--- src/hdl/awm_pkg.sv ---
// constants shared by the write-multiple command block
package awm_pkg;
  // ****************************************************************
  // opcodes and block count
  // ****************************************************************
  localparam logic [7:0] CMD_WR_MULT = 8'hc5;
  localparam logic [7:0] CMD_WR_MULT_NE = 8'hcd;
  localparam logic [7:0] MULT_BLOCK = 8'h01;
  // ****************************************************************
  // task file bit positions
  // ****************************************************************
  localparam int ST_BSY = 7;
  localparam int ST_DRQ = 3;
  localparam int ST_ERR = 0;
  localparam int ER_BBK = 7;
  localparam int ER_IDNF = 4;
  localparam int ER_ABRT = 2;
  localparam int DH_LBA = 6;
  localparam int DH_DRV = 4;
  // drive ready and seek complete set, everything else clear
  localparam logic [7:0] ST_READY = 8'h50;
  // bits that must read zero after an accepted command
  localparam logic [7:0] ER_ZERO_MASK = 8'h6f;
  // ****************************************************************
  // address layout {head/lba27:24, cyl hi, cyl lo, sector}
  // ****************************************************************
  localparam int ADDR_W = 28;
  localparam int HEAD_LSB = 24;
  localparam int CYL_LSB = 8;
  typedef enum logic [1:0] {S_IDLE, S_XFER, S_PROG} awm_state_e;
endpackage : awm_pkg

--- src/hdl/awm_write_multiple.sv ---
// write-multiple command interpreter with its host data fifo
`timescale 1ns/1ps
// Notes on behaviour
// - Write-multiple is taken only after a set-multiple command has succeeded and enabled multiple mode.
// - With multiple mode off, the command sets the abort error bit and ends with no data moved.
// - When enabled it acts like a sector write, a whole block moving with no handshake inside the block.
// - The block count comes from the latest set-multiple and only a count of one is accepted.
// - Opcode C5h written to the command register starts the command using the loaded task file.
// - Opcode CDh does exactly what C5h does, enable check, transfer and reporting included.
// - At the end status shows busy 0, ready 1, fault 0, seek done 1, index 0, others as the outcome says.
// - At the end the address registers hold the last sector written correctly, or the start address when no sector was written.
// - After an unrecoverable error the sector count holds the sectors not written.
// - A start address outside the card's range sets ID-not-found and ends the command.

module awm_fifo #(
  parameter int WIDTH = 16,
  parameter int DEPTH = 4
) (
  input wire logic i_clk,
  input wire logic i_reset,
  input wire logic [WIDTH-1:0] i_in_data,
  input wire logic i_in_valid,
  output logic o_in_ready,
  output logic [WIDTH-1:0] o_out_data,
  output logic o_out_valid,
  input wire logic i_out_ready,
  output logic [$clog2(DEPTH+1)-1:0] o_level
);
  localparam int PW = $clog2(DEPTH);
  localparam int LW = $clog2(DEPTH+1);
  typedef struct packed {
    logic [DEPTH-1:0][WIDTH-1:0] mem;
    logic [PW-1:0] wr;
    logic [PW-1:0] rd;
    logic [LW-1:0] level;
  } awm_fifo_s;
  awm_fifo_s st_ff;
  awm_fifo_s nxt_st;
  logic push;
  logic pop;

  assign o_in_ready = st_ff.level != LW'(DEPTH);
  assign o_out_valid = st_ff.level != '0;
  assign o_out_data = st_ff.mem[st_ff.rd];
  assign o_level = st_ff.level;
  assign push = i_in_valid && o_in_ready;
  assign pop = o_out_valid && i_out_ready;

  always_comb begin
    nxt_st = st_ff;
    if (push) begin
      nxt_st.mem[st_ff.wr] = i_in_data;
      nxt_st.wr = (st_ff.wr == PW'(DEPTH-1)) ? '0 : st_ff.wr + PW'(1);
    end
    if (pop) begin
      nxt_st.rd = (st_ff.rd == PW'(DEPTH-1)) ? '0 : st_ff.rd + PW'(1);
    end
    nxt_st.level = st_ff.level + LW'(push) - LW'(pop);
  end

  always_ff @(posedge i_clk) begin
    if (i_reset) begin
      st_ff <= '0;
    end else begin
      st_ff <= nxt_st;
    end
  end
endmodule : awm_fifo

module awm_write_multiple #(
  parameter int WORDS_PER_SECTOR = 256,
  parameter int FIFO_DEPTH = 4,
  parameter int SECTORS_PER_TRACK = 63,
  parameter int HEADS = 16,
  parameter int CYLINDERS = 16383
) (
  input wire logic I_REF_CLK,
  input wire logic I_RESET,
  input wire logic I_CMD_WR,
  input wire logic [7:0] I_CMD,
  input wire logic [7:0] I_DRV_HEAD,
  input wire logic [7:0] I_CYL_HI,
  input wire logic [7:0] I_CYL_LO,
  input wire logic [7:0] I_SEC_NUM,
  input wire logic [7:0] I_SEC_CNT,
  input wire logic I_SETMULT_DONE,
  input wire logic [7:0] I_SETMULT_CNT,
  input wire logic [27:0] I_MAX_LBA,
  input wire logic [15:0] I_HDATA,
  input wire logic I_HDATA_VALID,
  output logic O_HDATA_READY,
  output logic O_SEC_START,
  output logic [27:0] O_SEC_ADDR,
  output logic O_SEC_LBA,
  output logic [15:0] O_WDATA,
  output logic O_WDATA_VALID,
  input wire logic I_WDATA_READY,
  input wire logic I_SEC_DONE,
  input wire logic I_SEC_ERR,
  output logic [7:0] O_STATUS,
  output logic [7:0] O_ERROR,
  output logic [7:0] O_DRV_HEAD,
  output logic [7:0] O_CYL_HI,
  output logic [7:0] O_CYL_LO,
  output logic [7:0] O_SEC_NUM,
  output logic [7:0] O_SEC_CNT,
  output logic O_MULT_EN,
  output logic O_DONE
);
  localparam int AW = awm_pkg::ADDR_W;
  localparam int WW = $clog2(WORDS_PER_SECTOR);
  localparam int LW = $clog2(FIFO_DEPTH+1);
  typedef struct packed {
    awm_pkg::awm_state_e state;
    logic en;
    logic lba;
    logic drv;
    logic [AW-1:0] addr;
    logic [AW-1:0] good;
    logic [8:0] rem;
    logic [WW-1:0] words;
    logic hready;
    logic sec_start;
    logic done;
    logic [7:0] status;
    logic [7:0] error;
  } awm_top_s;
  awm_top_s st_ff;
  awm_top_s nxt_st;
  logic push;
  logic pop;
  logic fifo_in_ready;
  logic [LW-1:0] level;
  logic [LW-1:0] level_nxt;
  logic cmd_hit;
  logic [AW-1:0] start;
  logic start_bad;

  // ****************************************************************
  // host data path
  // ****************************************************************
  // ready is registered, so it is only raised when a word fits even with no drain
  awm_fifo #(.WIDTH(16), .DEPTH(FIFO_DEPTH)) u_fifo (
    .i_clk(I_REF_CLK),
    .i_reset(I_RESET),
    .i_in_data(I_HDATA),
    .i_in_valid(push),
    .o_in_ready(fifo_in_ready),
    .o_out_data(O_WDATA),
    .o_out_valid(O_WDATA_VALID),
    .i_out_ready(I_WDATA_READY),
    .o_level(level)
  );
  assign push = st_ff.hready && I_HDATA_VALID;
  assign pop = O_WDATA_VALID && I_WDATA_READY;
  assign level_nxt = level + LW'(push) - LW'(pop);

  // ****************************************************************
  // command decode and address checks
  // ****************************************************************
  // features register has no port at all, nothing here depends on it
  assign cmd_hit = I_CMD_WR && (I_CMD == awm_pkg::CMD_WR_MULT || I_CMD == awm_pkg::CMD_WR_MULT_NE);
  assign start = {I_DRV_HEAD[3:0], I_CYL_HI, I_CYL_LO, I_SEC_NUM};

  always_comb begin
    if (I_DRV_HEAD[awm_pkg::DH_LBA]) begin
      start_bad = start > I_MAX_LBA;
    end else begin
      start_bad = I_SEC_NUM == 8'h00 || 32'(I_SEC_NUM) > SECTORS_PER_TRACK
        || 32'(I_DRV_HEAD[3:0]) >= HEADS || 32'({I_CYL_HI, I_CYL_LO}) >= CYLINDERS;
    end
  end

  // chs wraps sector to 1, then head, then cylinder
  function automatic logic [AW-1:0] next_addr(input logic lba, input logic [AW-1:0] a);
    logic [3:0] hd;
    logic [15:0] cy;
    logic [7:0] sc;
    hd = a[AW-1:awm_pkg::HEAD_LSB];
    cy = a[awm_pkg::HEAD_LSB-1:awm_pkg::CYL_LSB];
    sc = a[awm_pkg::CYL_LSB-1:0];
    if (lba) begin
      next_addr = a + AW'(1);
    end else begin
      if (32'(sc) >= SECTORS_PER_TRACK) begin
        sc = 8'h01;
        if (32'(hd) >= HEADS - 1) begin
          hd = 4'h0;
          cy = cy + 16'h0001;
        end else begin
          hd = hd + 4'h1;
        end
      end else begin
        sc = sc + 8'h01;
      end
      next_addr = {hd, cy, sc};
    end
  endfunction : next_addr

  // ****************************************************************
  // command sequencer
  // ****************************************************************
  always_comb begin
    nxt_st = st_ff;
    nxt_st.sec_start = 1'b0;
    nxt_st.done = 1'b0;
    if (I_SETMULT_DONE) begin
      nxt_st.en = I_SETMULT_CNT == awm_pkg::MULT_BLOCK;
    end
    case (st_ff.state)
      awm_pkg::S_IDLE: begin
        if (cmd_hit) begin
          nxt_st.lba = I_DRV_HEAD[awm_pkg::DH_LBA];
          nxt_st.drv = I_DRV_HEAD[awm_pkg::DH_DRV];
          nxt_st.addr = start;
          nxt_st.good = start;
          nxt_st.rem = (I_SEC_CNT == 8'h00) ? 9'h100 : {1'b0, I_SEC_CNT};
          nxt_st.words = '0;
          nxt_st.error = 8'h00;
          if (!st_ff.en) begin
            nxt_st.error[awm_pkg::ER_ABRT] = 1'b1;
            nxt_st.status = awm_pkg::ST_READY | 8'h01;
            nxt_st.done = 1'b1;
          end else if (start_bad) begin
            nxt_st.error[awm_pkg::ER_IDNF] = 1'b1;
            nxt_st.status = awm_pkg::ST_READY | 8'h01;
            nxt_st.done = 1'b1;
          end else begin
            nxt_st.status = awm_pkg::ST_READY;
            nxt_st.status[awm_pkg::ST_DRQ] = 1'b1;
            nxt_st.sec_start = 1'b1;
            nxt_st.state = awm_pkg::S_XFER;
          end
        end
      end
      awm_pkg::S_XFER: begin
        // one block is one sector, so drq spans exactly one sector of words
        if (push) begin
          nxt_st.words = st_ff.words + WW'(1);
          if (st_ff.words == WW'(WORDS_PER_SECTOR-1)) begin
            nxt_st.status = awm_pkg::ST_READY;
            nxt_st.status[awm_pkg::ST_BSY] = 1'b1;
            nxt_st.state = awm_pkg::S_PROG;
          end
        end
      end
      awm_pkg::S_PROG: begin
        if (I_SEC_DONE) begin
          if (I_SEC_ERR) begin
            // failed sector stays counted, address keeps the last good one
            nxt_st.error[awm_pkg::ER_BBK] = 1'b1;
            nxt_st.status = awm_pkg::ST_READY | 8'h01;
            nxt_st.done = 1'b1;
            nxt_st.state = awm_pkg::S_IDLE;
          end else begin
            nxt_st.good = st_ff.addr;
            nxt_st.addr = next_addr(st_ff.lba, st_ff.addr);
            nxt_st.rem = st_ff.rem - 9'h001;
            nxt_st.words = '0;
            nxt_st.status = awm_pkg::ST_READY;
            if (st_ff.rem == 9'h001) begin
              nxt_st.done = 1'b1;
              nxt_st.state = awm_pkg::S_IDLE;
            end else begin
              nxt_st.status[awm_pkg::ST_DRQ] = 1'b1;
              nxt_st.sec_start = 1'b1;
              nxt_st.state = awm_pkg::S_XFER;
            end
          end
        end
      end
      default: begin
        nxt_st.state = awm_pkg::S_IDLE;
      end
    endcase
    nxt_st.hready = nxt_st.state == awm_pkg::S_XFER && level_nxt < LW'(FIFO_DEPTH);
  end

  always_ff @(posedge I_REF_CLK) begin
    if (I_RESET) begin
      st_ff <= '0;
      st_ff.status <= awm_pkg::ST_READY;
    end else begin
      st_ff <= nxt_st;
    end
  end

  assign O_HDATA_READY = st_ff.hready;
  assign O_SEC_START = st_ff.sec_start;
  assign O_SEC_ADDR = st_ff.addr;
  assign O_SEC_LBA = st_ff.lba;
  assign O_STATUS = st_ff.status;
  assign O_ERROR = st_ff.error;
  assign O_DRV_HEAD = {1'b0, st_ff.lba, 1'b0, st_ff.drv, st_ff.good[AW-1:awm_pkg::HEAD_LSB]};
  assign O_CYL_HI = st_ff.good[awm_pkg::HEAD_LSB-1:16];
  assign O_CYL_LO = st_ff.good[15:awm_pkg::CYL_LSB];
  assign O_SEC_NUM = st_ff.good[awm_pkg::CYL_LSB-1:0];
  assign O_SEC_CNT = st_ff.rem[7:0];
  assign O_MULT_EN = st_ff.en;
  assign O_DONE = st_ff.done;

  // ****************************************************************
  // checks
  // ****************************************************************
  abort_when_off_a:
  assert property (@(posedge I_REF_CLK) disable iff (I_RESET)
    (st_ff.state == awm_pkg::S_IDLE && cmd_hit && !st_ff.en) |=>
    O_DONE && O_ERROR == 8'h04 && !O_STATUS[awm_pkg::ST_DRQ] && !O_SEC_START)
    else $error("disabled command did not abort");
  enable_only_one_a:
  assert property (@(posedge I_REF_CLK) disable iff (I_RESET)
    I_SETMULT_DONE |=> O_MULT_EN == ($past(I_SETMULT_CNT) == 8'h01))
    else $error("multiple mode enable does not follow block count");
  alias_starts_a:
  assert property (@(posedge I_REF_CLK) disable iff (I_RESET)
    (st_ff.state == awm_pkg::S_IDLE && I_CMD_WR && I_CMD == awm_pkg::CMD_WR_MULT_NE && st_ff.en && !start_bad) |=>
    O_SEC_START && O_STATUS == 8'h58)
    else $error("legacy opcode not handled like write multiple");
  end_status_a:
  assert property (@(posedge I_REF_CLK) disable iff (I_RESET)
    O_DONE |-> (O_STATUS & 8'hf6) == 8'h50 && O_STATUS[awm_pkg::ST_ERR] == (O_ERROR != 8'h00))
    else $error("completion status wrong");
  error_clean_a:
  assert property (@(posedge I_REF_CLK) disable iff (I_RESET)
    (O_DONE && !O_ERROR[awm_pkg::ER_ABRT]) |-> (O_ERROR & awm_pkg::ER_ZERO_MASK) == 8'h00)
    else $error("forbidden error bit set");
  idnf_start_a:
  assert property (@(posedge I_REF_CLK) disable iff (I_RESET)
    (st_ff.state == awm_pkg::S_IDLE && cmd_hit && st_ff.en && start_bad) |=>
    O_DONE && O_ERROR == 8'h10 ##1 !O_SEC_START)
    else $error("out of range start not rejected");
  remaining_a:
  assert property (@(posedge I_REF_CLK) disable iff (I_RESET)
    (st_ff.state == awm_pkg::S_PROG && I_SEC_DONE && I_SEC_ERR) |=>
    O_SEC_CNT == $past(st_ff.rem[7:0]) && O_ERROR[awm_pkg::ER_BBK] && $stable(O_SEC_NUM))
    else $error("remaining count or address wrong after error");
  last_good_a:
  assert property (@(posedge I_REF_CLK) disable iff (I_RESET)
    (st_ff.state == awm_pkg::S_PROG && I_SEC_DONE && !I_SEC_ERR) |=>
    {O_DRV_HEAD[3:0], O_CYL_HI, O_CYL_LO, O_SEC_NUM} == $past(st_ff.addr))
    else $error("last good address not reported");
  ready_in_drq_a:
  assert property (@(posedge I_REF_CLK) disable iff (I_RESET)
    O_HDATA_READY |-> O_STATUS[awm_pkg::ST_DRQ] && !O_STATUS[awm_pkg::ST_BSY] && fifo_in_ready)
    else $error("data taken outside a data request");
endmodule : awm_write_multiple

--- config.mk ---
export PLATFORM = sky130hd
export DESIGN_NAME = awm_write_multiple
export DESIGN_NICKNAME = d
export VERILOG_FILES = /design/src/hdl/awm_pkg.sv /design/src/hdl/awm_write_multiple.sv
export SDC_FILE = /design/constraint.sdc
export NUM_CORES = 1
export LEC_CHECK = 0
export BUFFER_PORTS_ARGS = -buffer_cell sky130_fd_sc_hd__buf_2
export CAP_MARGIN = 30
export CORE_ASPECT_RATIO = 0.7
export CORE_UTILIZATION = 43
export DETAILED_ROUTE_END_ITERATION = 8
export MAX_ROUTING_LAYER = met4
export PLACE_DENSITY = 0.74
export SLEW_MARGIN = 15
export SYNTH_ARGS = -nofsm -noshare
export SYNTH_HDL_FRONTEND = slang
export SYNTH_SLANG_ARGS = --single-unit
--- constraint.sdc ---
create_clock -name I_REF_CLK -period 2.89 [get_ports I_REF_CLK]
set_input_delay 0.867 -clock I_REF_CLK [delete_from_list [all_inputs] [get_ports I_REF_CLK]]
set_output_delay 0.867 -clock I_REF_CLK [all_outputs]
set_load 0.01 [all_outputs]
== Word level (Yosys, flattened, before mapping) ==
Index checks and enable logic that the tools add are counted.
Storage, ports and cells
  register bits: 163
  input bits: 108
  output and inout port bits: 106
  word-level logic and storage cells: 134
Cells by class
  add/sub/neg operators: 12
  $lt $le $gt $ge: 9
  equality and inequality tests: 19
  multiplexer cells: 49
  reduce and logical (&&, ||, !) cells: 22
Operators by type and width (number)
  2-to-1 mux 73 bit: 3
  case mux 65 bit (2 select lines): 1
  bitwise mux 64 bit: 1
  2-to-1 mux 16 bit: 4
  case mux 8 bit (3 select lines): 2
  binary-select mux 16 bit (select 2 bit): 1
  demux 16 bit (select 2 bit): 1
  2-to-1 mux 8 bit: 4
  adder 28 x 1 -> 28 bit (second input constant): 1
  > comparator 28 bit: 1
  2-to-1 mux 28 bit: 1
  2-to-1 mux 9 bit: 3
  equality test 8 bit (second input constant): 3
  2-to-1 mux 18 bit: 1
  2-to-1 mux 2 bit: 9
  adder 16 x 1 -> 16 bit (second input constant): 1
  adder 8 x 1 -> 8 bit (second input constant): 2
  >= comparator 16 x 14 -> 1 bit (second input constant): 1
  logical NOT 8 bit: 2
  AND reduction 5 bit: 3
  2-to-1 mux 4 bit: 3
  != test 2 bit (second input constant): 6
  2-to-1 mux 1 bit: 11
  2-to-1 mux 11 bit: 1
  27 further kinds: 45

== Logic depth before layout (Yosys ltp) ==
  depth in word-level cells: 10
  depth in mapped cells: 12
  gate-level depth less buffers: 11

== By module ==
Synthesis repeated with hierarchy kept, for this count alone.
Unflattened totals
  cell total of the unflattened synthesis: 1101
  area total of the unflattened synthesis: 9674.3 um^2
By module, submodules not included
  awm_write_multiple: instances 1, cells each 807, area each 6283.5 um^2, sequential area each 1761.7 um^2
  awm_fifo: instances 1, cells each 294, area each 3390.8 um^2, sequential area each 1421.4 um^2

== Worst setup path before layout ==
No wires, ideal clock.
  kind: input port to flip-flop
  from: input port I_WDATA_READY
  to: register st_ff, in the netlist O_HDATA_READY
  data arrival time: 2628 ps
  path slack: 203 ps
  stages on the path: 10
  cells stage by stage: nand2_1 -> inv_1 -> ha_1 -> inv_1 -> ha_1 -> a41oi_1 -> xor2_1 -> or4_1 -> o21ba_2 -> a22o_1
On the way
  word-level cells in the longest chain between the ends: 4
RTL lines
  from (decl): line awm_write_multiple.sv:97  | input wire logic I_WDATA_READY,
  logical AND 1 bit: line awm_write_multiple.sv:155  | assign pop = O_WDATA_VALID && I_WDATA_READY;
  via pop: line awm_write_multiple.sv:131  | logic pop;
  subtractor 3 x 1 -> 3 bit: line awm_write_multiple.sv:156  | assign level_nxt = level + LW'(push) - LW'(pop);
  less-than comparator 3 bit: line awm_write_multiple.sv:276  | nxt_st.hready = nxt_st.state == awm_pkg::S_XFER && level_nxt < LW'(FIFO_DEPTH);
  logical AND 1 bit: line awm_write_multiple.sv:276
  to (signal assigned): line awm_write_multiple.sv:284  | st_ff <= nxt_st;
  to (decl): line awm_write_multiple.sv:128  | awm_top_s st_ff;
The timed path passes the listed nets, and every way through them passes these cells.
A chain may end at the register's enable or synchronous reset.

== Worst setup path after layout ==
  from: register u_fifo.st_ff[4] in the netlist's numbering
  to: output port O_WDATA[7]
On the way
  word-level cells in the longest chain between the ends: 2
RTL lines
  from (decl): line awm_write_multiple.sv:37  | awm_fifo_s st_ff;
  from (signal assigned): line awm_write_multiple.sv:65  | st_ff <= nxt_st;
  binary-select mux 16 bit (select 2 bit): line awm_write_multiple.sv:44  | assign o_out_data = st_ff.mem[st_ff.rd];
  2-to-1 mux 16 bit (implied by the code): line awm_write_multiple.sv:44
  to (decl): line awm_write_multiple.sv:95  | output logic [15:0] O_WDATA,
Every way passes these cells. The select of a mux whose other input is x is not followed.

==> results.toml <==
[status]
outcome = "completed"

[floorplanning]
io_pins = 214
die_area_sq_um = 22000
row_count = 44
die_w_um = 177
die_y_um = 125
start_util = 0.442
coreArea_sq_um = 20900

[setup_path]
r2r_end = "O_HDATA_READY"
crit_type = "flop to output port"
cp_top_family = "flip-flops"
endpoint_kind = "output port"
reg2reg_slack_ns = 0.19
path_max_fanout = 11
cp-start-kind = "flop"
cp_slowest_cell = "dfxtp_1"
path_cells = "buf_4 -> mux4_2 -> buf_2"
reg2regPathDepth = 11
path_buf_inv = 2
crit_arrival_ns = 1.84
rr_startpoint = "u_fifo.o_level[1]"
slowest_delay_ns = 0.59
crit_required_ns = 2.02

[synthesis]
ys_seq_area_frac = 0.345
synth_edf_count = 0
ys_top_cells_by_area = "dfxtp_1 (35%), nand2_1 (8.2%), a21oi_1 (7.4%)"
syn_inst = 1160
syn_area_sq_um = 9220
avgSynthCellArea_sq_um = 7.95
synth_warnings = 0
synth_flop_cell = "dfxtp_1"
yosysTopAreaCell = "dfxtp_1"
async_reset_ff_frac = 0
synth_seq_cells = 159
ys_types = 72
post-synth-top-area-fraction = 0.345

[sta]
min_period_ns = 2.71
slew_headroom = 0.390
worstMarginPinSlew_ns = 0.914
fin_crit_sh = 0.936
rsz0062_at_grt = "false"
hold_viol = 0
setup-tns-final_ns = 0
holdWs_ns = 0.455
clock.fmax_ghz = 0.370
skew_ns = 0.0127
drv_slew = 0
setup_viol = 0
setup_ws_ns = 0.184

[clock_network]
post_cts_buffers = 0
clock_latency_ns = 0.43
cts.sinks = 159
post_cts_resized = 0
clkTransAtPathRegs_ns = 0.07
cts_max_level = 4
tritoncts = "done"
hold_buffers = 0
cts_inserted_buffers = 17
clk_path_buf_depth = 2
cts-root-buf = "clkbuf_16"

[placed_design]
postPlaceCellArea_sq_um = 10100
finalWeightedCongestion = 0.906
place_hpwl_mm = 19.6
pre_cts_ws_ns = -0.161
place_inst = 1540
port_buffers = 200

[finish]
layout-drive-gt1-share = 0.239
multi_input_area_sq_um = 5000
fillers = 1974
area_growth_pct = 15.7
utilization = 0.511
fin_cells = 1573
finalInstanceArea_sq_um = 10700
seqCellArea_sq_um = 3180
nNetsFinal = 1438

[detailed_routing]
wirelength_mm = 26.6
drc = 0
drt_first_pass_iters = 5
drt_iter0_markers = 761
wl_per_cell_um = 16.9
routed_via_density = 5.53
final_antenna_net_count = 0
num_vias = 8691

[global_route]
grt_max_degree = 82
overflow = 0
antenna_found_initial = 1
track_usage = 0.246
grt_pass1_wl_mm = 41.4
grt_pass1_vias = 7748

[worst_hold_path]
hold-path-cell-count = 2
hp-start = "u_fifo.st_ff[36]"
min_to = "u_fifo.st_ff[36]"
hp-class = "flop to flop"

[pwr]
peakVddDrop_v = 0.000380
leakage_nw = 4.34
fin_total_pwr_mw = 5.27
p_per_area_nw_per_um2 = 494

[run]
maxCapViolations = 0
==> metal layers <==
layer  GRT usage  wire (um)  up-vias
met5           -          0        -
met4      0.0619        283        0
met3      0.0556       2450       22
met2       0.330      11000      397
met1       0.365      12900     4038
li1            -          -     4234
==> cell usage after synthesis (5+ instances only) <==
library cell and n:
dfxtp_1 159, a22oi_1 6, o21ai_0 34, nor4_1 9
a21o_1 8, and3_1 6, buf_4 85, a211oi_1 37
a311oi_1 9, nor2_1 79, nor3_1 19, or3_1 5
inv_1 52, nor2b_1 16, clkbuf_1 43, o31ai_1 8
mux2i_1 14, o21a_1 6, nand4_1 17, ha_1 46
nand3_1 25, o22ai_1 6, mux4_2 16, nand2_1 201
and2_1 10, buf_2 13, buf_1 7, a21oi_1 137
==> flip-flops by register name, indices dropped and copies added (netlist names) <==
signal	flops
O_SEC_ADDR	28
u_fifo.o_level	3
O_STATUS	4
st_ff	11
u_fifo.st_ff	68
O_HDATA_READY	1
O_SEC_LBA	1
O_DONE	1
O_MULT_EN	1
O_CYL_HI	8
O_SEC_CNT	8
O_DRV_HEAD	5
O_SEC_START	1
O_SEC_NUM	8
O_CYL_LO	8
O_ERROR	3
==> cell families (layout without fill, tap and decap cells) <==
group,count (synthesis),after routing,share of synthesized area
adders and majority gates,47,47,0.0646
and+or+nand+nor,416,416,0.207
DFF,159,159,0.345
other,1,11,0.000407
muxes,31,31,0.0555
xor gates and xnor gates,8,8,0.00760
AOI/OAI and AO/OA,297,297,0.202
buffers and inverters,201,328,0.118
==> worst max path at each step <==
stage,startpoint,end,slack (ns),cells past startpoint
2_1_floorplan,I_WDATA_READY,O_HDATA_READY,0.20,10
3_3_place_gp,I_DRV_HEAD[2],O_DONE,-0.14,8
3_5_place_dp,I_DRV_HEAD[2],O_DONE,-0.16,10
4_1_cts,u_fifo.o_level[1],O_HDATA_READY,0.15,11
5_1_grt,u_fifo.o_level[1],O_HDATA_READY,0.04,11
6_report,u_fifo.st_ff[4],O_WDATA[7],0.18,3
==> worst min-delay path: stages (launching register included) <==
cell and delay, ns:
dfxtp_1 0.31, nand2_1 0.05, a21oi_1 0.05
==> power by group <==
group          total [mW]  switching (mW)  internal [mW]
Sequential           2.26          0.0365           2.22
Clock                2.27            1.03           1.25
Combinational       0.739           0.405          0.334
==> cell usage in the layout, fill, tap and decap left out, drive strengths merged, types with 5 or more instances in the layout <==
cell	Yosys	layout
a21oi	137	137
nand4	19	19
a311oi	9	9
nor2	79	79
clkinv	1	6
a211oi	37	37
inv	52	59
mux4	16	16
o22ai	6	6
or3	5	5
dfxtp	159	159
o31ai	9	9
and2	10	10
mux2i	14	14
nand3	25	25
nor4	10	10
ha	46	46
conb	1	10
buf	105	243
and3	7	7
clkbuf	43	19
a21o	8	8
nand2	203	203
o21ai	36	36
nor2b	16	16
o21a	6	6
a22oi	6	6
nor3	19	19
==> area by class of cell <==
cell class / count / share of cell area
clock inverter: 13 / 0.0135
multi-input combinational: 809 / 0.469
sequential: 159 / 0.298
inverter: 53 / 0.0186
timing repair buffer: 243 / 0.127
tap: 276 / 0.0324
antenna: 1 / 0.000235
clock buffer: 19 / 0.0415
Note: power is estimated with default switching activity, not from simulation.
